--- src/iabh_pkg.sv ---
// Purpose: shared constants and types for the acknowledge, ready and bus hold glue
// Assumes: 10 MHz pclk
// Notes:   register offsets are byte addresses on APB
`default_nettype none
package iabh_pkg;
  // ----------------------------------------------------------------
  // timing
  // ----------------------------------------------------------------
  localparam int unsigned CLK_HZ          = 10_000_000;
  localparam int unsigned TIMEOUT_MS      = 4;
  localparam int unsigned TIMEOUT_CYCLES  = (CLK_HZ / 1000) * TIMEOUT_MS;
  localparam int unsigned READY_TAP_CYCLES = 2;
  // ----------------------------------------------------------------
  // register map
  // ----------------------------------------------------------------
  localparam logic [7:0]  CTRL_OFFS       = 8'h00;
  localparam logic [7:0]  STAT_OFFS       = 8'h04;
  localparam logic [31:0] CTRL_RESET      = 32'h0000_0003;
  localparam int unsigned CTRL_ARB_BIT    = 0;
  localparam int unsigned CTRL_TMO_BIT    = 1;
  localparam int unsigned CTRL_BV_BIT     = 2;
  localparam int unsigned CTRL_SLV_LSB    = 4;
  localparam int unsigned CTRL_VEC_LSB    = 8;
  // acknowledge status pattern on the three cpu status lines
  localparam logic [2:0]  ACK_STATUS      = 3'h0;
  // ----------------------------------------------------------------
  // types
  // ----------------------------------------------------------------
  typedef struct packed {
    logic [7:0] vector_id;
    logic [2:0] slave_id;
    logic       bv_mode;
    logic       tmo_en;
    logic       arb_jumper;
  } iabh_ctrl_type;

  typedef struct packed {
    logic       access_req;
    logic       xack_n;
    logic       cbrq_n;
    logic       busy_n;
    logic       prio_n;
    logic       hold_a_n;
    logic       lock_n;
    logic       ale;
    logic [2:0] status;
  } iabh_pins_type;

  typedef enum logic [6:0] {
    ST_IDLE = 7'h01,
    ST_ARB  = 7'h02,
    ST_XFER = 7'h04,
    ST_ACK1 = 7'h08,
    ST_GAP  = 7'h10,
    ST_ACK2 = 7'h20,
    ST_FIN  = 7'h40
  } iabh_state_type;
endpackage : iabh_pkg
`default_nettype wire

--- src/iabh_ctrl.sv ---
// Purpose: interrupt acknowledge sequencing, cpu ready, bus hold and failsafe timeout
// Assumes: all pin inputs asynchronous to pclk; APB master on pclk
// Notes:   outputs all registered; jumpers and vector ids live in the control register
//
// Behaviour
// busy bus access raises both bus requests
// bus request unlocks dual-port memory immediately
// keep bus on lock, hold, or priority; at cycle end the code releases on any common request, even under lock or hold
// release on unlock or request-then-cycle
// on-board controller is cascade master
// all-low status starts acknowledge cycle
// ack flag and jumper gate arbitration
// jumper fitted: win bus, bus ack, lock
// jumper removed: local ack, hit low
// first pulse freezes priority state
// first pulse sets first-ack flag
// first flag plus tap gives ready
// second local pulse outputs vector, buffer enable
// data enable plus tap gives ready
// cpu multiplies vector by four
// bus mode drives hit high, arbitrates
// bus won: bus ack, slave freeze, flag
// first bus ack drives slave id
// second cycle latches id onto address
// slave answers vector then transfer ack
// transfer ack gives ready
// idle strobe over 4 ms raises timeout
// enabled timeout forces local ack, ready
// strobe or reset restarts timeout count
// take bus: priority low, busy high
//
// The register offsets and the APB slave port were left to the implementer.
`default_nettype none
module iabh_ctrl #(
  parameter int unsigned TIMEOUT_CYCLES = iabh_pkg::TIMEOUT_CYCLES,
  parameter int unsigned TAP_CYCLES     = iabh_pkg::READY_TAP_CYCLES
) (
  input  wire logic                  pclk,
  input  wire logic                  presetn,
  input  wire logic                  psel,
  input  wire logic                  penable,
  input  wire logic                  pwrite,
  input  wire logic [7:0]            paddr,
  input  wire logic [31:0]           pwdata,
  output logic      [31:0]           prdata,
  output logic                       pready,
  output logic                       pslverr,
  input  wire iabh_pkg::iabh_pins_type pins,
  output logic                       bus_request,
  output logic                       common_bus_request,
  output logic                       dpram_locked,
  output logic                       bus_address_enable,
  output logic                       bus_side_ack,
  output logic                       local_ack,
  output logic                       first_ack_flag,
  output logic                       ack_cycle_flag,
  output logic                       offboard_ready,
  output logic                       pic_freeze,
  output logic                       pic_buffer_enable,
  output logic                       pic_data_enable,
  output logic      [7:0]            vector_data,
  output logic      [2:0]            cascade_id_lines,
  output logic      [2:0]            sys_adr_hi,
  output logic                       onboard_address_hit_n,
  output logic                       timeout_irq
);
  // ----------------------------------------------------------------
  // parameter checks
  // ----------------------------------------------------------------
  if (TIMEOUT_CYCLES < 2 || TIMEOUT_CYCLES > 65535) begin : g_chk_tmo
    $error("TIMEOUT_CYCLES out of range");
  end
  if (TAP_CYCLES < 1 || TAP_CYCLES > 15) begin : g_chk_tap
    $error("TAP_CYCLES out of range");
  end

  // ----------------------------------------------------------------
  // pin synchronisers
  // ----------------------------------------------------------------
  iabh_pkg::iabh_pins_type s1_r, s2_r;
  logic [2:0]              st_prev_r;
  logic                    ale_prev_r;

  // two flops before any logic reads a pin
  always_ff @(posedge pclk or negedge presetn) begin
    if (!presetn) begin
      // idle levels, so no false request or strobe right after reset
      s1_r       <= '{status: 3'h7, access_req: 1'b0, ale: 1'b0, default: 1'b1};
      s2_r       <= '{status: 3'h7, access_req: 1'b0, ale: 1'b0, default: 1'b1};
      st_prev_r  <= 3'h7;
      ale_prev_r <= 1'b0;
    end else begin
      s1_r       <= pins;
      s2_r       <= s1_r;
      st_prev_r  <= s2_r.status;
      ale_prev_r <= s2_r.ale;
    end
  end

  logic ack_start, ale_pulse, lock_on, hold_on, prio_on, busy_on, cbrq_on, xack_on;
  assign ack_start = (s2_r.status == iabh_pkg::ACK_STATUS) &&
                     (st_prev_r != iabh_pkg::ACK_STATUS);
  assign ale_pulse = s2_r.ale && !ale_prev_r;
  assign lock_on   = !s2_r.lock_n;
  assign hold_on   = !s2_r.hold_a_n;
  assign prio_on   = !s2_r.prio_n;
  assign busy_on   = !s2_r.busy_n;
  assign cbrq_on   = !s2_r.cbrq_n;
  assign xack_on   = !s2_r.xack_n;

  // ----------------------------------------------------------------
  // APB registers
  // ----------------------------------------------------------------
  iabh_pkg::iabh_ctrl_type ctrl_r;
  logic                    wr_en, rd_hit;
  logic [31:0]             rd_val;
  iabh_pkg::iabh_state_type state_r, state_nxt;
  logic                    owned_r, in_ack_r, bv_cycle_r;

  assign wr_en = psel && penable && pready && pwrite;

  // control register steers jumpers, mode and vector ids
  always_ff @(posedge pclk or negedge presetn) begin
    if (!presetn) begin
      ctrl_r <= iabh_pkg::iabh_ctrl_type'({iabh_pkg::CTRL_RESET[15:iabh_pkg::CTRL_VEC_LSB],
                iabh_pkg::CTRL_RESET[iabh_pkg::CTRL_SLV_LSB +: 3], iabh_pkg::CTRL_RESET[iabh_pkg::CTRL_BV_BIT],
                iabh_pkg::CTRL_RESET[iabh_pkg::CTRL_TMO_BIT], iabh_pkg::CTRL_RESET[iabh_pkg::CTRL_ARB_BIT]});
    end else if (wr_en && paddr == iabh_pkg::CTRL_OFFS) begin
      ctrl_r <= iabh_pkg::iabh_ctrl_type'({pwdata[15:iabh_pkg::CTRL_VEC_LSB],
                pwdata[iabh_pkg::CTRL_SLV_LSB +: 3], pwdata[iabh_pkg::CTRL_BV_BIT],
                pwdata[iabh_pkg::CTRL_TMO_BIT], pwdata[iabh_pkg::CTRL_ARB_BIT]});
    end
  end

  // read mux, zero for reserved bits
  always_comb begin
    rd_val = 32'h0000_0000;
    rd_hit = 1'b1;
    case (paddr)
      iabh_pkg::CTRL_OFFS: begin
        rd_val[15:iabh_pkg::CTRL_VEC_LSB]       = ctrl_r.vector_id;
        rd_val[iabh_pkg::CTRL_SLV_LSB +: 3]     = ctrl_r.slave_id;
        rd_val[iabh_pkg::CTRL_BV_BIT]           = ctrl_r.bv_mode;
        rd_val[iabh_pkg::CTRL_TMO_BIT]          = ctrl_r.tmo_en;
        rd_val[iabh_pkg::CTRL_ARB_BIT]          = ctrl_r.arb_jumper;
      end
      iabh_pkg::STAT_OFFS: begin
        rd_val = {16'h0000, 1'b0, state_r, owned_r, in_ack_r, bv_cycle_r,
                  timeout_irq, first_ack_flag, ack_cycle_flag, bus_request, offboard_ready};
      end
      default: begin
        rd_hit = 1'b0;
      end
    endcase
  end

  // zero-wait slave: ready is raised in the setup cycle's following edge
  always_ff @(posedge pclk or negedge presetn) begin
    if (!presetn) begin
      pready  <= 1'b0;
      prdata  <= 32'h0000_0000;
      pslverr <= 1'b0;
    end else begin
      pready  <= psel && !penable;
      pslverr <= psel && !penable && !rd_hit;
      if (psel && !penable) begin
        prdata <= pwrite ? 32'h0000_0000 : rd_val;
      end
    end
  end

  // ----------------------------------------------------------------
  // failsafe timer
  // ----------------------------------------------------------------
  logic [15:0] tmo_cnt_r;
  logic        tmo_fire;

  // restarts on every strobe; saturates once expired
  always_ff @(posedge pclk or negedge presetn) begin
    if (!presetn) begin
      tmo_cnt_r   <= 16'h0000;
      timeout_irq <= 1'b0;
    end else if (ale_pulse) begin
      tmo_cnt_r   <= 16'h0000;
      timeout_irq <= 1'b0;
    end else if (tmo_cnt_r != 16'(TIMEOUT_CYCLES)) begin
      tmo_cnt_r   <= tmo_cnt_r + 16'h0001;
    end else begin
      timeout_irq <= 1'b1;
    end
  end
  // only a jumpered timeout may end a stalled wait
  assign tmo_fire = timeout_irq && ctrl_r.tmo_en;

  // ----------------------------------------------------------------
  // ready timing tap
  // ----------------------------------------------------------------
  logic [3:0] tap_r;
  logic       tap_hit;
  assign tap_hit = (tap_r == 4'(TAP_CYCLES - 1));

  always_ff @(posedge pclk or negedge presetn) begin
    if (!presetn) begin
      tap_r <= 4'h0;
    end else if ((state_r == iabh_pkg::ST_ACK1 || state_r == iabh_pkg::ST_ACK2) && !tap_hit) begin
      tap_r <= tap_r + 4'h1;
    end else if (state_r != iabh_pkg::ST_ACK1 && state_r != iabh_pkg::ST_ACK2) begin
      tap_r <= 4'h0;
    end
  end

  // ----------------------------------------------------------------
  // sequencer
  // ----------------------------------------------------------------
  logic need_bus, win, ack2_done, retain;
  // the on-board controller always acts as cascade master, never slave
  assign need_bus  = ctrl_r.bv_mode || ctrl_r.arb_jumper;             // see
  assign win       = prio_on && !busy_on;
  assign ack2_done = bv_cycle_r ? (xack_on || tmo_fire) : tap_hit;    // see
  assign retain    = (lock_on || hold_on || (prio_on && !cbrq_on)) && !cbrq_on; // see

  always_comb begin
    state_nxt = state_r;
    case (state_r)
      iabh_pkg::ST_IDLE: begin
        if (ack_start) begin
          state_nxt = (need_bus && !owned_r) ? iabh_pkg::ST_ARB : iabh_pkg::ST_ACK1;
        end else if (s2_r.access_req) begin
          state_nxt = owned_r ? iabh_pkg::ST_XFER : iabh_pkg::ST_ARB;
        end
      end
      iabh_pkg::ST_ARB: begin
        if (win) begin
          state_nxt = in_ack_r ? iabh_pkg::ST_ACK1 : iabh_pkg::ST_XFER;
        end
      end
      iabh_pkg::ST_XFER: begin
        if (xack_on || tmo_fire) begin
          state_nxt = iabh_pkg::ST_FIN;
        end
      end
      iabh_pkg::ST_ACK1: begin
        if (tap_hit) begin
          state_nxt = iabh_pkg::ST_GAP;
        end
      end
      iabh_pkg::ST_GAP: begin
        if (ack_start) begin
          state_nxt = iabh_pkg::ST_ACK2;
        end else if (tmo_fire) begin
          state_nxt = iabh_pkg::ST_FIN;
        end
      end
      iabh_pkg::ST_ACK2: begin
        if (ack2_done) begin
          state_nxt = iabh_pkg::ST_FIN;
        end
      end
      iabh_pkg::ST_FIN: begin
        if (!s2_r.access_req || in_ack_r) begin
          state_nxt = iabh_pkg::ST_IDLE;
        end
      end
      default: begin
        state_nxt = iabh_pkg::ST_IDLE;
      end
    endcase
  end

  // state, bus ownership and cycle kind
  always_ff @(posedge pclk or negedge presetn) begin
    if (!presetn) begin
      state_r    <= iabh_pkg::ST_IDLE;
      owned_r    <= 1'b0;
      in_ack_r   <= 1'b0;
      bv_cycle_r <= 1'b0;
    end else begin
      state_r <= state_nxt;
      if (state_r == iabh_pkg::ST_IDLE && ack_start) begin
        in_ack_r   <= 1'b1;
        bv_cycle_r <= ctrl_r.bv_mode;
      end else if (state_r == iabh_pkg::ST_IDLE && s2_r.access_req) begin
        in_ack_r   <= 1'b0;
        bv_cycle_r <= 1'b0;
      end
      if (state_r == iabh_pkg::ST_ARB && win) begin
        owned_r <= 1'b1;
      end else if (state_r == iabh_pkg::ST_FIN && !retain) begin
        owned_r <= 1'b0;
      end else if (state_r == iabh_pkg::ST_IDLE && owned_r && !lock_on && !hold_on &&
                   !(prio_on && !cbrq_on)) begin
        owned_r <= 1'b0;
      end
    end
  end

  // ----------------------------------------------------------------
  // registered outputs, taken from the next and the current state; offboard_ready decodes the current state alone
  // ----------------------------------------------------------------
  logic nx_arb, nx_a1, nx_a2, nx_ack, nx_local, bus_ack_path, vec_hold;
  assign nx_arb   = (state_nxt == iabh_pkg::ST_ARB);
  assign nx_a1    = (state_nxt == iabh_pkg::ST_ACK1);
  assign nx_a2    = (state_nxt == iabh_pkg::ST_ACK2);
  assign nx_ack   = nx_a1 || nx_a2 || (state_nxt == iabh_pkg::ST_GAP);
  // a cycle latched before the decision still decides kind for the whole sequence
  assign bus_ack_path = (state_r == iabh_pkg::ST_IDLE) ? need_bus : (bv_cycle_r || ctrl_r.arb_jumper);
  assign nx_local = !bus_ack_path;
  // vector stays up through the ready pulse so the cpu can still take it
  assign vec_hold = (nx_a2 || state_r == iabh_pkg::ST_ACK2) && !bv_cycle_r;

  // arbitration and memory lock
  always_ff @(posedge pclk or negedge presetn) begin
    if (!presetn) begin
      bus_request        <= 1'b0;
      common_bus_request <= 1'b0;
      dpram_locked       <= 1'b0;
      bus_address_enable <= 1'b0;
    end else begin
      bus_request        <= nx_arb;
      common_bus_request <= nx_arb && busy_on;
      // lock falls in the same edge that the request rises
      dpram_locked       <= lock_on && !nx_arb;
      bus_address_enable <= (owned_r || (state_r == iabh_pkg::ST_ARB && win)) &&
                            (state_nxt == iabh_pkg::ST_XFER || (nx_ack && bus_ack_path));
    end
  end

  // acknowledge sequencing outputs
  always_ff @(posedge pclk or negedge presetn) begin
    if (!presetn) begin
      ack_cycle_flag        <= 1'b0;
      first_ack_flag        <= 1'b0;
      pic_freeze            <= 1'b0;
      bus_side_ack          <= 1'b0;
      local_ack             <= 1'b0;
      offboard_ready        <= 1'b0;
      onboard_address_hit_n <= 1'b1;
    end else begin
      ack_cycle_flag <= nx_ack || (nx_arb && (in_ack_r || (state_r == iabh_pkg::ST_IDLE && ack_start)));
      first_ack_flag <= nx_a1 || (state_nxt == iabh_pkg::ST_GAP);     // see
      pic_freeze     <= nx_ack;
      bus_side_ack   <= (nx_a1 || nx_a2) && bus_ack_path;             // see
      local_ack      <= ((nx_a1 || nx_a2) && !bv_cycle_r && !(state_r == iabh_pkg::ST_IDLE && ctrl_r.bv_mode))
                        || tmo_fire;                                  // see
      offboard_ready <= (state_r == iabh_pkg::ST_ACK1 && tap_hit) ||
                        (state_r == iabh_pkg::ST_ACK2 && ack2_done) ||// see
                        (state_r == iabh_pkg::ST_XFER && (xack_on || tmo_fire)) ||
                        (state_r == iabh_pkg::ST_GAP && tmo_fire);
      onboard_address_hit_n <= !((nx_ack || state_r == iabh_pkg::ST_ACK2) && nx_local); // see
    end
  end

  // vector and cascade id paths
  always_ff @(posedge pclk or negedge presetn) begin
    if (!presetn) begin
      pic_buffer_enable <= 1'b0;
      pic_data_enable   <= 1'b0;
      vector_data       <= 8'h00;
      cascade_id_lines  <= 3'h0;
      sys_adr_hi        <= 3'h0;
    end else begin
      pic_buffer_enable <= vec_hold;
      pic_data_enable   <= vec_hold;
      vector_data       <= vec_hold ? ctrl_r.vector_id : 8'h00;
      if (nx_a1 && bus_ack_path && ctrl_r.bv_mode) begin
        cascade_id_lines <= ctrl_r.slave_id;
      end else if (!nx_ack) begin
        cascade_id_lines <= 3'h0;
      end
      if (state_r == iabh_pkg::ST_GAP && nx_a2 && bv_cycle_r) begin
        sys_adr_hi <= cascade_id_lines;
      end else if (!nx_a2 && state_r != iabh_pkg::ST_ACK2) begin
        sys_adr_hi <= 3'h0;
      end
    end
  end
endmodule : iabh_ctrl
`default_nettype wire

--- config.mk ---
export PLATFORM = sky130hd
export DESIGN_NAME = iabh_ctrl
export DESIGN_NICKNAME = d
export VERILOG_FILES = /design/src/iabh_pkg.sv /design/src/iabh_ctrl.sv
export SDC_FILE = /design/constraint.sdc
export NUM_CORES = 1
export LEC_CHECK = 0
export BUFFER_PORTS_ARGS = -buffer_cell sky130_fd_sc_hd__buf_2
export CAP_MARGIN = 20
export CORE_ASPECT_RATIO = 1.75
export CORE_UTILIZATION = 30
export CTS_BUF_LIST = sky130_fd_sc_hd__clkbuf_4 sky130_fd_sc_hd__clkbuf_8 sky130_fd_sc_hd__clkbuf_16
export CTS_CLUSTER_DIAMETER = 40
export DETAILED_ROUTE_END_ITERATION = 7
export SLEW_MARGIN = 30
export SYNTH_ARGS = -nofsm -noshare
export SYNTH_HDL_FRONTEND = slang
export SYNTH_SLANG_ARGS = --single-unit
--- constraint.sdc ---
create_clock -name pclk -period 2.45 [get_ports pclk]
set_input_delay 0.1225 -clock pclk [delete_from_list [all_inputs] [get_ports pclk]]
set_output_delay 0.1225 -clock pclk [all_outputs]
set_load 0.02 [all_outputs]
==> run_results.csv <==
group,metric,value,unit
outcome,status,"finished, final reports clean",
floorplan,placementRows,62,
pwr,power.total,5.77,mW
sta,fmax,424,MHz
yosys,ys_types,57,
sta,fin_crit,2.36,ns
sta,setup_violations,0,
pwr,pwr-share-comb,21.4,%
critical_path,worstSetupStartpoint,"state_r[3]",
sta,fin_tns_setup,0,ns
detailed_routing,wirelength,12800,µm
yosys,yosysSeqAreaShare,58.0,%
global_route,antenna_found_initial,0,
critical_path,r2r-end,"onboard_address_hit_n",
sta,skew,0.0103,ns
finish,final_core_util,41.6,%
sta,relSlewSlack,57.6,%
finish,design_area,0.00680,mm²
floorplan,die_area,0.0173,mm²
global_route,grt_pass1_vias,4121,
detailed_routing,drt_iter0_drc,205,
finish,n_antenna_cell,0,
min_path,hold_depth,4,
yosys,synth_warnings,0,
clock_network,clockBufferDepth,2,
placed_design,port_buffers,83,
detailed_routing,dr_total_vias,3868,
yosys,synth-edff-count,0,
pwr,sw_frac_of_total,28.3,%
sta,hold_ws,0.136,ns
placed_design,place_area,0.00593,mm²
yosys,synth_ff_type,"dfrtp_1",
yosys,async_reset_ff_share,100,%
detailed_routing,post_drt_wl_per_cell,15.2,µm
yosys,synth-simple-area-share,16.6,%
pwr,p_leak,3.30,nW
pwr,max-vdd-ir-drop,0.466,mV
global_route,grt_pass1_wl,21100,µm
pwr,switchingPower,1.63,mW
yosys,synth_top_family_by_area,"simple AND/OR/NAND/NOR gates",
sta,period_share,96.2,%
min_path,hp-class,"primary input to flop",
global_route,grt_use_total,16.2,%
pwr,power.internal,4.14,mW
floorplan,fp.dieH,173,µm
critical_path,r2r_slack,0.09,ns
placed_design,post-dp-hpwl,9720,µm
floorplan,start_util,30.7,%
placed_design,gp_congestion,0.854,
floorplan,core_area,0.0164,mm²
floorplan,die_w,99.8,µm
yosys,syn_area_per_cell,11.1,µm²
yosys,ys_seq_elements,115,
flow_run,timing.max_cap.violations,0,
clock_network,clkSlewWorstSetupHoldPaths,0.06,ns
yosys,netlist_area,0.00502,mm²
finish,drive_above_1_share,31.9,%
detailed_routing,ant_nets,0,
detailed_routing,drc_errors,0,
sta,final_max_slew_viol_count,0,
critical_path,crit-reg2reg-launch,"state_r[3]",
critical_path,cp.arrival,2.68,ns
pwr,power.density,848,mW/mm²
sta,hold_violations,0,
clock_network,cts_root_buffer,"clkbuf_16",
clock_network,h-tree-depth,4,
yosys,synth_xor_area_share,2.97,%
min_path,worstHoldStart,"psel",
critical_path,endpoint_kind,"flop",
pwr,p_seq_share,38.1,%
detailed_routing,firstDrtPassIters,6,
critical_path,required,2.78,ns
critical_path,start_kind,"flop",
pwr,clkPwrFrac,40.5,%
sta,worst_pin_slew,0.636,ns
clock_network,cts_sinks,115,
min_path,min_to,"pready",
yosys,syn_inst,451,
floorplan,io_pins,118,
yosys,synth_mux_area_share,7.55,%
critical_path,rr_worst_depth,9,
clock_network,post_cts_buffers,0,
global_route,grt.overflow.total,0,
critical_path,crit_fanout,4,
clock_network,cts_buffers,17,
yosys,synth_compound_area_share,9.08,%
finish,finalNetCount,667,
clock_network,clk_latency,0.41,ns
finish,areaGrowthSynthToFinish,35.6,%
yosys,yosys.area_share.adder,0.997,%
critical_path,worstSetupPathType,"flop to flop",
detailed_routing,via_per_inst,4.58,
global_route,grt_max_degree,69,
clock_network,cts_tree,"yes",
cell usage after synthesis, drive strengths merged, types with 5 or more instances:
| cell | number | share of area, % |
|---|---|---|
| nor3 | 16 | 1.6 |
| nand2 | 36 | 2.7 |
| dfrtp | 90 | 45 |
| inv | 12 | 0.90 |
| nand3 | 10 | 1.0 |
| dfstp | 25 | 13 |
| buf | 20 | 2.8 |
| mux2i | 21 | 4.2 |
| nand2b | 9 | 1.1 |
| clkbuf | 15 | 1.1 |
| o21bai | 5 | 0.75 |
| nor4b | 5 | 1.0 |
| o21ai | 26 | 2.6 |
| nor2 | 42 | 3.1 |
| a21oi | 14 | 1.5 |
| xor2 | 12 | 2.1 |
| mux2 | 15 | 3.4 |
| and2 | 9 | 1.1 |
| or3 | 10 | 1.3 |
| or4 | 6 | 0.97 |
| xnor2 | 5 | 0.87 |
metrics by stage:
stage	setup WS, ns	std cells
final	0.0929	844
after global routing	-0.00765	844
after CTS	0.0373	844
after detailed placement	0.0593	783
after global placement	0.0974	783
after floorplan	0.109	466
placed cells by master, fill, tap and decap left out, types with 3 or more instances in the layout:
cell type,count
dfrtp_1,90
buf_2,82
buf_4,45
nor2_1,42
nand2_1,36
dlygate4sd3_1,29
dfstp_2,25
o21ai_1,22
mux2i_1,21
clkbuf_16,17
conb_1,16
nor3_1,15
mux2_1,14
a21oi_1,13
xor2_1,12
inv_1,10
nand3_1,10
or3_1,9
nand2b_1,9
and2_1,9
clkbuf_4,6
or4_1,5
o21bai_1,5
xnor2_1,5
clkinv_2,5
nor2b_1,4
o21ai_0,4
ha_1,4
nor3b_1,3
nor4b_1,3
a31oi_1,3
a21o_1,3
nor4_1,3
a32o_1,3
clkbuf_8,3
power groups by stage:
| stage | Sequential, mW | Combinational [mW] | Clock [mW] |
|---|---|---|---|
| global route | 2.22 | 1.35 | 2.49 |
| detailed placement | 2.23 | 1.18 | 0 |
| floorplan | 2.25 | 0.636 | 0 |
| global placement | 2.22 | 1.17 | 0 |
| finish | 2.20 | 1.24 | 2.34 |
| CTS | 2.20 | 1.22 | 2.41 |
logic make-up after synthesis:
logic type | Yosys count
adder cells (fa/ha/maj) | 4
multiplexers | 36
XOR/XNOR | 17
flip-flops | 115
AND/OR/NAND/NOR | 161
AO/OA/AOI/OAI | 70
other | 1
buffers and inverters | 47
layout make-up:
| cell class | count | area [µm²] |
|---|---|---|
| clock inverter | 6 | 55.1 |
| clock buffer | 26 | 512 |
| sequential | 115 | 2910 |
| tap | 224 | 280 |
| inverter | 12 | 45.0 |
| multi-input combinational | 304 | 1940 |
| fill | 1571 | 9570 |
| timing repair buffer | 157 | 1060 |
metal layers:
layer  up-vias  GRT usage [%]  share of wire, %  wire [µm]
met3        29           3.23               3.3        423
met1      1883           15.7                35       4480
met2       110           30.3                57       7320
met4         0           10.1               4.7        602
met5         -              0                 0          0
li1       1846              -                 -          -
registers in the layout, indices dropped and copies added (netlist names), 3 cells and up:
register,flops
prdata,16
tmo_cnt_r,16
state_r,7
cascade_id_lines,3
st_prev_r,3
tap_r,4
vector_data,8
sys_adr_hi,3
s1_r,11
s2_r,11
ctrl_r,14
worst max-delay path by stage:
stage                                  endpoint  slack (ns)  cells past startpoint
after global placement            sys_adr_hi[0]         0.1                      7
after global routing      onboard_address_hit_n      -0.008                      8
final                     onboard_address_hit_n        0.09                      9
after detailed placement  onboard_address_hit_n        0.06                      9
after CTS                 onboard_address_hit_n        0.04                      8
after floorplan                   sys_adr_hi[0]        0.11                      7
critical path: stages (launching register included):
cell and delay [ns]:
dfrtp_1 0.38, or3_1 0.43, or4_4 0.51, or3_4 0.36
nand3_1 0.11, buf_4 0.14, a21oi_2 0.06, buf_4 0.16
inv_2 0.06, o21ai_1 0.06
repair_timing:
action / CTS / global route
gates resized for setup: 0 / 3
hold endpoints to repair: 72 / 0
hold buffers: 29 / 0
endpoints found under the setup margin: 0 / 12
Note: power is estimated with default switching activity, not from simulation.
